<file path="src/hdl/cpx_defines.vh">
`ifndef CPX_DEFINES_VH
`define CPX_DEFINES_VH
// Register byte offsets
`define CPX_OFF_INSTR 8'h00
`define CPX_OFF_BASE 8'h04
`define CPX_OFF_PC 8'h08
`define CPX_OFF_SRC 8'h0c
`define CPX_OFF_FLAGS 8'h10
`define CPX_OFF_STATUS 8'h14
`define CPX_OFF_NEWBASE 8'h18
`define CPX_OFF_ADDR 8'h1c
`define CPX_OFF_MOVE 8'h20
`define CPX_OFF_WORDS 8'h24
`define CPX_OFF_CONFIG 8'h28
// Instruction field positions
`define CPX_COND_HI 31
`define CPX_COND_LO 28
`define CPX_BIT_P 24
`define CPX_BIT_U 23
`define CPX_BIT_N 22
`define CPX_BIT_W 21
`define CPX_BIT_L 20
`define CPX_RN_HI 19
`define CPX_RN_LO 16
`define CPX_RD_HI 15
`define CPX_RD_LO 12
`define CPX_NUM_HI 11
`define CPX_NUM_LO 8
`define CPX_BIT_RT 4
`define CPX_OFF8_HI 7
`define CPX_OFF8_LO 0
// Class patterns
`define CPX_CLS_XFER 3'h6
`define CPX_CLS_REG 4'he
// Constants
`define CPX_INT_CP 4'hf
`define CPX_PC_REG 4'hf
`define CPX_PC_BASE_ADJ 32'h00000008
`define CPX_PC_SRC_ADJ 32'h0000000c
`define CPX_WORD_BYTES 32'h00000004
`define CPX_WORD_SHIFT 2
// Coprocessor operation codes
`define CPX_OP_LOAD 2'h0
`define CPX_OP_STORE 2'h1
`define CPX_OP_TO_CORE 2'h2
`define CPX_OP_TO_CP 2'h3
// Reset values
`define CPX_RST_WORD 32'h00000000
`define CPX_RST_FLAGS 4'h0
`define CPX_RST_CONFIG 1'b0
`endif

</file>
<file path="src/hdl/cpx_transfer_exec.v">
// Summary of operation
// - Execute only when the condition field passes against current flags; else no effect.
// - Core makes every memory address; coprocessor moves data and decides word count.
// - Eight-bit offset shifted left two, added when up bit set, else subtracted.
// - Pre-index applies offset before use; post-index uses unmodified base first.
// - Write modified base back only when write-back bit set, post-index included.
// - First word at transfer address, each further word one word higher.
// - Low two address bits go out unmodified to the memory system.
// - Program counter as base reads instruction address plus eight.
// - Memory abort raises data abort trap, still writes base back, keeps other state.
// - Abort handling ignores the late-abort configuration bit.
// - Move to program counter copies bits 31..28 into flags, nothing else changes.
// - Move from program counter sends program counter plus twelve.
// - Direction bit set means coprocessor to core, clear means core to coprocessor.
// - Register transfers for coprocessor fifteen go to the internal control coprocessor.
// - With EXT_CP_EN clear, only register transfers to coprocessor fifteen accepted; all else undefined trap.
//
// The register addresses and the APB interface to the registers were chosen for this implementation.
`timescale 1ns/1ps
`include "cpx_defines.vh"
module cpx_transfer_exec #(
  parameter EXT_CP_EN = 0
) (
  input wire pclk,
  input wire presetn,
  input wire [7:0] paddr,
  input wire psel,
  input wire penable,
  input wire pwrite,
  input wire [31:0] pwdata,
  output reg [31:0] prdata,
  output reg pready,
  output reg pslverr,
  output reg mem_req,
  output reg mem_write,
  output reg [31:0] mem_addr,
  output reg [31:0] mem_wdata,
  input wire [31:0] mem_rdata,
  input wire mem_ack,
  input wire mem_abort,
  output reg cp_req,
  output reg [1:0] cp_op,
  output reg [3:0] cp_num,
  output reg cp_int_sel,
  output reg [31:0] cp_instr,
  output reg [31:0] cp_wdata,
  output reg cp_wvalid,
  input wire [31:0] cp_rdata,
  input wire cp_rvalid,
  input wire cp_last,
  output reg undef_trap,
  output reg abort_trap,
  output reg busy
);

  localparam S_IDLE = 3'd0;
  localparam S_DECODE = 3'd1;
  localparam S_FETCH = 3'd2;
  localparam S_MEM = 3'd3;
  localparam S_MOVE = 3'd4;
  localparam S_WB = 3'd5;

  // Condition field evaluation against N Z C V
  function cond_pass;
    input [3:0] cond;
    input [3:0] f;
    reg n, z, c, v;
    begin
      n = f[3];
      z = f[2];
      c = f[1];
      v = f[0];
      case (cond)
        4'h0: cond_pass = z;
        4'h1: cond_pass = ~z;
        4'h2: cond_pass = c;
        4'h3: cond_pass = ~c;
        4'h4: cond_pass = n;
        4'h5: cond_pass = ~n;
        4'h6: cond_pass = v;
        4'h7: cond_pass = ~v;
        4'h8: cond_pass = c & ~z;
        4'h9: cond_pass = ~c | z;
        4'ha: cond_pass = (n == v);
        4'hb: cond_pass = (n != v);
        4'hc: cond_pass = ~z & (n == v);
        4'hd: cond_pass = z | (n != v);
        4'he: cond_pass = 1'b1;
        default: cond_pass = 1'b0;
      endcase
    end
  endfunction

  reg [2:0] state_q;
  reg [31:0] instr_q;
  reg [31:0] base_q;
  reg [31:0] pc_q;
  reg [31:0] src_q;
  reg [3:0] flags_q;
  reg late_abort_q;
  reg [31:0] newbase_q;
  reg [31:0] move_q;
  reg [31:0] words_q;
  reg last_q;
  reg done_q;
  reg skipped_q;
  reg wb_q;

  // Register bus decode
  wire setup = psel & ~penable;
  wire wr_fire = psel & penable & pready & pwrite;
  // A write answered with an error must not start anything, even if busy fell meanwhile
  wire start = wr_fire & (paddr == `CPX_OFF_INSTR) & ~busy & ~pslverr;

  // Instruction fields and decode
  wire is_xfer = (instr_q[27:25] == `CPX_CLS_XFER);
  wire is_reg = (instr_q[27:24] == `CPX_CLS_REG) & instr_q[`CPX_BIT_RT];
  wire [3:0] num = instr_q[`CPX_NUM_HI:`CPX_NUM_LO];
  wire [3:0] rn = instr_q[`CPX_RN_HI:`CPX_RN_LO];
  wire [3:0] rd = instr_q[`CPX_RD_HI:`CPX_RD_LO];
  wire num_int = (num == `CPX_INT_CP);
  wire accept = is_reg ? (num_int | (EXT_CP_EN != 0))
                       : (is_xfer & (EXT_CP_EN != 0));
  wire [31:0] base_val = (rn == `CPX_PC_REG) ? pc_q + `CPX_PC_BASE_ADJ : base_q;
  wire [31:0] woff = {22'h000000, instr_q[`CPX_OFF8_HI:`CPX_OFF8_LO], 2'b00};
  wire [31:0] mod_base = instr_q[`CPX_BIT_U] ? base_val + woff : base_val - woff;
  wire [31:0] xfer_addr = instr_q[`CPX_BIT_P] ? mod_base : base_val;
  // Base write-back to the program counter is not a legal form, so it is dropped
  wire do_wb = instr_q[`CPX_BIT_W] & (rn != `CPX_PC_REG);

  // APB read mux, captured in the setup cycle
  reg [31:0] rd_mux;
  reg rd_hit;
  always @* begin
    rd_hit = 1'b1;
    case (paddr)
      `CPX_OFF_INSTR: rd_mux = instr_q;
      `CPX_OFF_BASE: rd_mux = base_q;
      `CPX_OFF_PC: rd_mux = pc_q;
      `CPX_OFF_SRC: rd_mux = src_q;
      `CPX_OFF_FLAGS: rd_mux = {28'h0000000, flags_q};
      `CPX_OFF_STATUS: rd_mux = {26'h0000000, wb_q, skipped_q, done_q, abort_trap,
                                 undef_trap, busy};
      `CPX_OFF_NEWBASE: rd_mux = newbase_q;
      `CPX_OFF_ADDR: rd_mux = mem_addr;
      `CPX_OFF_MOVE: rd_mux = move_q;
      `CPX_OFF_WORDS: rd_mux = words_q;
      `CPX_OFF_CONFIG: rd_mux = {31'h00000000, late_abort_q};
      default: begin
        rd_mux = `CPX_RST_WORD;
        rd_hit = 1'b0;
      end
    endcase
  end

  // No wait states: ready rises in the first access cycle
  always @(posedge pclk or negedge presetn) begin
    if (!presetn) begin
      pready <= 1'b0;
      prdata <= `CPX_RST_WORD;
      pslverr <= 1'b0;
    end else begin
      pready <= setup;
      if (setup) begin
        prdata <= pwrite ? `CPX_RST_WORD : rd_mux;
        // Unmapped addresses and instruction writes while busy are refused
        pslverr <= ~rd_hit | (pwrite & busy & (paddr == `CPX_OFF_INSTR));
      end else if (pready) begin
        pslverr <= 1'b0;
      end
    end
  end

  // Software-written registers; hardware updates of base and flags take priority
  always @(posedge pclk or negedge presetn) begin
    if (!presetn) begin
      instr_q <= `CPX_RST_WORD;
      pc_q <= `CPX_RST_WORD;
      src_q <= `CPX_RST_WORD;
      late_abort_q <= `CPX_RST_CONFIG;
    end else if (wr_fire) begin
      if (start)
        instr_q <= pwdata;
      if (paddr == `CPX_OFF_PC && !busy)
        pc_q <= pwdata;
      if (paddr == `CPX_OFF_SRC && !busy)
        src_q <= pwdata;
      // Stored and readable only; abort behaviour never looks at it
      if (paddr == `CPX_OFF_CONFIG)
        late_abort_q <= pwdata[0];
    end
  end

  // Execution sequencer
  always @(posedge pclk or negedge presetn) begin
    if (!presetn) begin
      state_q <= S_IDLE;
      base_q <= `CPX_RST_WORD;
      flags_q <= `CPX_RST_FLAGS;
      newbase_q <= `CPX_RST_WORD;
      move_q <= `CPX_RST_WORD;
      words_q <= `CPX_RST_WORD;
      last_q <= 1'b0;
      done_q <= 1'b0;
      skipped_q <= 1'b0;
      wb_q <= 1'b0;
      busy <= 1'b0;
      undef_trap <= 1'b0;
      abort_trap <= 1'b0;
      mem_req <= 1'b0;
      mem_write <= 1'b0;
      mem_addr <= `CPX_RST_WORD;
      mem_wdata <= `CPX_RST_WORD;
      cp_req <= 1'b0;
      cp_op <= `CPX_OP_LOAD;
      cp_num <= 4'h0;
      cp_int_sel <= 1'b0;
      cp_instr <= `CPX_RST_WORD;
      cp_wdata <= `CPX_RST_WORD;
      cp_wvalid <= 1'b0;
    end else begin
      cp_wvalid <= 1'b0;
      case (state_q)
        S_IDLE: begin
          if (wr_fire && paddr == `CPX_OFF_BASE && !busy)
            base_q <= pwdata;
          if (wr_fire && paddr == `CPX_OFF_FLAGS && !busy)
            flags_q <= pwdata[3:0];
          if (start) begin
            busy <= 1'b1;
            done_q <= 1'b0;
            skipped_q <= 1'b0;
            wb_q <= 1'b0;
            undef_trap <= 1'b0;
            abort_trap <= 1'b0;
            words_q <= `CPX_RST_WORD;
            state_q <= S_DECODE;
          end
        end
        S_DECODE: begin
          if (!cond_pass(instr_q[`CPX_COND_HI:`CPX_COND_LO], flags_q)) begin
            skipped_q <= 1'b1;
            state_q <= S_WB;
          end else if (!accept) begin
            // Trap is raised before any bus or register side effect
            undef_trap <= 1'b1;
            state_q <= S_WB;
          end else begin
            cp_req <= 1'b1;
            cp_num <= num;
            cp_int_sel <= num_int;
            // Coprocessor fields pass through undecoded
            cp_instr <= instr_q;
            newbase_q <= mod_base;
            if (is_reg) begin
              if (instr_q[`CPX_BIT_L]) begin
                cp_op <= `CPX_OP_TO_CORE;
              end else begin
                cp_op <= `CPX_OP_TO_CP;
                cp_wdata <= (rd == `CPX_PC_REG) ? pc_q + `CPX_PC_SRC_ADJ : src_q;
                cp_wvalid <= 1'b1;
              end
              state_q <= S_MOVE;
            end else begin
              // Address low bits are left as computed for the memory system
              mem_addr <= xfer_addr;
              mem_write <= ~instr_q[`CPX_BIT_L];
              if (instr_q[`CPX_BIT_L]) begin
                cp_op <= `CPX_OP_LOAD;
                mem_req <= 1'b1;
                state_q <= S_MEM;
              end else begin
                cp_op <= `CPX_OP_STORE;
                state_q <= S_FETCH;
              end
            end
          end
        end
        S_FETCH: begin
          // Store: coprocessor hands over the next word and says if it is the last
          if (cp_rvalid) begin
            mem_wdata <= cp_rdata;
            last_q <= cp_last;
            mem_req <= 1'b1;
            state_q <= S_MEM;
          end
        end
        S_MEM: begin
          if (mem_ack) begin
            mem_req <= 1'b0;
            words_q <= words_q + 32'h00000001;
            if (mem_abort) begin
              // Same path regardless of the late-abort setting
              abort_trap <= 1'b1;
              state_q <= S_WB;
            end else begin
              if (!mem_write) begin
                cp_wdata <= mem_rdata;
                cp_wvalid <= 1'b1;
              end
              if ((mem_write && last_q) || (!mem_write && cp_last)) begin
                state_q <= S_WB;
              end else begin
                mem_addr <= mem_addr + `CPX_WORD_BYTES;
                if (mem_write) begin
                  state_q <= S_FETCH;
                end else begin
                  mem_req <= 1'b1;
                end
              end
            end
          end
        end
        S_MOVE: begin
          if (cp_op == `CPX_OP_TO_CP) begin
            state_q <= S_WB;
          end else if (cp_rvalid) begin
            if (rd == `CPX_PC_REG)
              flags_q <= cp_rdata[31:28];
            else
              move_q <= cp_rdata;
            state_q <= S_WB;
          end
        end
        S_WB: begin
          // Base write-back also happens after an abort; skips and undefined traps leave it
          if (is_xfer && do_wb && !skipped_q && !undef_trap) begin
            base_q <= newbase_q;
            wb_q <= 1'b1;
          end
          cp_req <= 1'b0;
          busy <= 1'b0;
          done_q <= 1'b1;
          state_q <= S_IDLE;
        end
        default: state_q <= S_IDLE;
      endcase
    end
  end

endmodule // cpx_transfer_exec

</file>
<file path="config.mk">
export PLATFORM = sky130hd
export DESIGN_NAME = cpx_transfer_exec
export DESIGN_NICKNAME = d
export VERILOG_FILES = /design/src/hdl/cpx_transfer_exec.v
export VERILOG_INCLUDE_DIRS = /design/src /design/src/hdl
export SDC_FILE = /design/constraint.sdc
export NUM_CORES = 1
export LEC_CHECK = 0
export BUFFER_PORTS_ARGS = -buffer_cell sky130_fd_sc_hd__buf_2
export CAP_MARGIN = 0
export CORE_MARGIN = 2
export CORE_UTILIZATION = 33
export CTS_BUF_LIST = sky130_fd_sc_hd__clkbuf_8
export CTS_CLUSTER_DIAMETER = 60
export CTS_CLUSTER_SIZE = 10
export DETAILED_ROUTE_END_ITERATION = 8
export SLEW_MARGIN = 20
export SYNTH_ARGS = -nofsm -noshare
export SYNTH_HDL_FRONTEND = slang
export SYNTH_SLANG_ARGS = --single-unit
</file>
<file path="constraint.sdc">
create_clock -name pclk -period 3.6 [get_ports pclk]
set_clock_uncertainty 0.1 [all_clocks]
set_input_delay 1.08 -clock pclk [delete_from_list [all_inputs] [get_ports pclk]]
set_output_delay 1.08 -clock pclk [all_outputs]
set_load 0.05 [all_outputs]
</file>
==> results.sh <==
export IMPL_cts_tree="yes"
export IMPL_fin_crit_ns=3.65
export IMPL_clkSinkCount=408
export IMPL_synth_edf_count=0
export IMPL_crit_slowest_cell="or4_4"
export IMPL_clockBufferDepth=3
export IMPL_fin_nets=2685
export IMPL_async_flop_share_pct=100
export IMPL_startpoint_type="flip-flop"
export IMPL_via_per_inst=5.63
export IMPL_area_delta_synth_final_pct=25.0
export IMPL_synthFlopType="dfrtp_1"
export IMPL_grt_overflow=0
export IMPL_peakVddDrop_mv=0.242
export IMPL_grt_start_max_net_pins=74
export IMPL_htree_num_levels=2
export IMPL_fmax_ghz=0.274
export IMPL_relSlewSlack_pct=34.8
export IMPL_p_per_area_nw_per_um2=314
export IMPL_fin_setup_tns_ns=-0.160
export IMPL_r2r_start="instr_q[0]"
export IMPL_dp_hpwl_um=63900
export IMPL_grt_pass1_vias=19000
export IMPL_syn_inst=2100
export IMPL_rsz0062_at_grt="yes"
export IMPL_ios=289
export IMPL_finalHoldViolCount=0
export IMPL_violations="setup timing"
export IMPL_worstPathArrival_ns=4.12
export IMPL_drt_initial_drc_count=1882
export IMPL_grt_pass1_wl_um=126000
export IMPL_maxCapViolCount=0
export IMPL_synth_yosys_warnings=0
export IMPL_synth_nets=2248
export IMPL_cp_top_family="compound AO/OA/AOI/OAI gates"
export IMPL_rows=92
export IMPL_path_cells="or4_4 -> nor4_4 -> ha_1 -> mux2_4 -> ha_4 -> nor2_2 -> a21oi_2 -> o211a_1 -> o21ai_2 -> a21oi_2 -> a41oi_2 -> buf_6 -> o21a_4 -> buf_6 -> o2111ai_4 -> o211ai_1"
export IMPL_holdCritPathClass="in2async"
export IMPL_finalCritPeriodShare_pct=101
export IMPL_end_kind="flip-flop"
export IMPL_dieArea_um2=66300
export IMPL_rrSetupSlack_ns=-0.05
export IMPL_required_ns=4.07
export IMPL_status="finished, violations left"
export IMPL_path_buf_inv=2
export IMPL_clk_pin_slew_worst_paths_ns=0.08
export IMPL_synth_top_cell_area_share_pct=48.2
export IMPL_die_x_um=257
export IMPL_drive_gt1_share_pct=32.8
export IMPL_fin_ws_ns=-0.0493
export IMPL_die_y_um=257
export IMPL_route_detailed_drc=0
export IMPL_clock_latency_ns=0.69
export IMPL_rr_worst_depth=16
export IMPL_final_antenna_net_count=0
export IMPL_vias=19200
export IMPL_drt_wl_total_um=85500
export IMPL_num_fill_cells=6264
export IMPL_crit_fanout=4
export IMPL_setup_viol=5
export IMPL_root_buffer="clkbuf_8"
export IMPL_grt_total_usage_pct=25.3
export IMPL_ys_seq_area_share_pct=48.2
export IMPL_antenna_found_initial=7
export IMPL_maxSlewViolCount=0
export IMPL_core_um2=63300
export IMPL_cts_buffers=53
export IMPL_r2r_end="newbase_q[30]"
export IMPL_synth_area_leader_cell="dfrtp_1"
export IMPL_synthTopCellsByArea="dfrtp_1 48%, mux2_2 8.9%, nand2_1 4.7%"
export IMPL_ys_types=79
export IMPL_critPathCapture="newbase_q[30]"
export IMPL_cp_depth=16
export IMPL_portBuffers=288
export IMPL_crit_start="instr_q[0]"
export IMPL_layout_common_cells="408 x dfrtp_1, 287 x buf_2, 263 x nand2_1"
export IMPL_wl_per_cell_um=25.1
export IMPL_hold_buffers=0
export IMPL_cpPeakStageDelay_ns=0.58
export IMPL_ys_ff_latch=408
export IMPL_syn_cell_area_um2=21200
export IMPL_gp_congestion=0.965
export IMPL_layout_commonest_cell="dfrtp_1"
export IMPL_start_util_pct=33.5
export IMPL_place_ws_ns=-0.270
export IMPL_dr_pass1_iters=6
export IMPL_avgSynthCellArea_um2=10.1
export IMPL_worst_pin_slew_ns=0.978
export IMPL_p_leak_nw=13.0
export IMPL_critPathKind="reg2reg"
final cells by class:
class	instances	area, um2	share of cell area, %
clock inverter	20	206	0.779
tap	846	1060	3.99
timing repair buffer	521	3440	13.0
clock buffer	54	743	2.80
inverter	25	93.8	0.354
sequential	408	10200	38.5
antenna	5	12.5	0.0472
multi-input combinational	1528	10700	40.5
kinds of logic after synthesis:
family                   share of synthesized area, %
AO/OA/AOI/OAI                                    16.7
XOR/XNOR                                         5.25
AND/OR/NAND/NOR                                  13.8
flip-flops                                       48.2
multiplexers                                     10.9
buffers and inverters                            3.09
adder cells (fa/ha/maj)                          2.15
worst register-to-register path: stages, from the launching register on:
cell       delay [ns]
dfrtp_1          0.38
or4_4            0.58
nor4_4           0.14
ha_1             0.26
mux2_4           0.28
ha_4             0.29
nor2_2           0.04
a21oi_2          0.11
o211a_1          0.21
o21ai_2          0.06
a21oi_2          0.18
a41oi_2          0.14
buf_6            0.15
o21a_4           0.22
buf_6            0.12
o2111ai_4        0.17
o211ai_1         0.11
sequential cells by signal, indices dropped and copies added, names as in the netlist, 2 cells and up:
| name | count |
|---|---|
| base_q | 32 |
| cp_wdata | 32 |
| instr_q | 32 |
| mem_addr | 32 |
| mem_wdata | 32 |
| move_q | 32 |
| newbase_q | 32 |
| pc_q | 32 |
| prdata | 32 |
| src_q | 32 |
| words_q | 32 |
| cp_instr | 29 |
| flags_q | 4 |
| cp_num | 3 |
| state_q | 3 |
| cp_op | 2 |
per-layer routing:
metal | share of wire (%) | global-route usage [%] | wire length (um)
met1 | 43 | 34.4 | 36600
met2 | 44 | 39.2 | 37700
met3 | 8.6 | 5.05 | 7320
met4 | 4.5 | 11.1 | 3860
met5 | 0.068 | 0 | 58
worst min path at each step:
| stage | startpoint | to | slack [ns] | cells after the start |
|---|---|---|---|---|
| final | presetn | cp_instr[28] | 0.26 | 1 |
| after CTS | presetn | mem_wdata[28] | 0.25 | 1 |
| after global placement | mem_addr[1] | mem_addr[1] | 0.31 | 0 |
| after global routing | presetn | mem_wdata[27] | 0.29 | 1 |
| after detailed placement | mem_addr[1] | mem_addr[1] | 0.33 | 0 |
| after floorplan | instr_q[22] | cp_instr[22] | 0.36 | 2 |
cell usage after synthesis (23+ instances only):
library cell and n:
o21ai_0 149, a22o_1 62, inv_1 23, a211oi_1 26, a221oi_1 33, a22oi_1 66
nor2_1 126, mux2_2 167, mux2i_1 42, nand2_1 265, xor2_1 64, clkbuf_1 114
a21oi_1 91, dfrtp_1 408, nand4_1 24, nand3_1 87, ha_1 34, xnor2_1 63
stage by stage:
stage	total power, W	cell area (um2)	hold WS, ns	instances	util, %
after global routing	0.00862	26500	0.288	3403	41.9
after floorplan	0.00471	21300	0.356	2100	-
after detailed placement	0.00495	25200	0.327	3319	39.8
final	0.00833	26500	0.260	3407	41.9
after global placement	0.00494	25200	0.313	3319	39.8
after CTS	0.00842	26300	0.248	3400	41.6
power by group:
| group | total (W) | switching (W) | leakage (nW) | internal, W |
|---|---|---|---|---|
| Clock | 0.00348 | 0.00187 | 0.493 | 0.00160 |
| Sequential | 0.00459 | 0.00000269 | 5.66 | 0.00458 |
| Combinational | 0.000269 | 0.000192 | 6.89 | 0.0000773 |
repair_timing:
action,in CTS,in global routing
setup buffers,7,2
pin swaps,26,15
endpoints found under the setup margin,15,16
resized for setup,33,31
No activity file was read; power rests on OpenSTA's default activity.
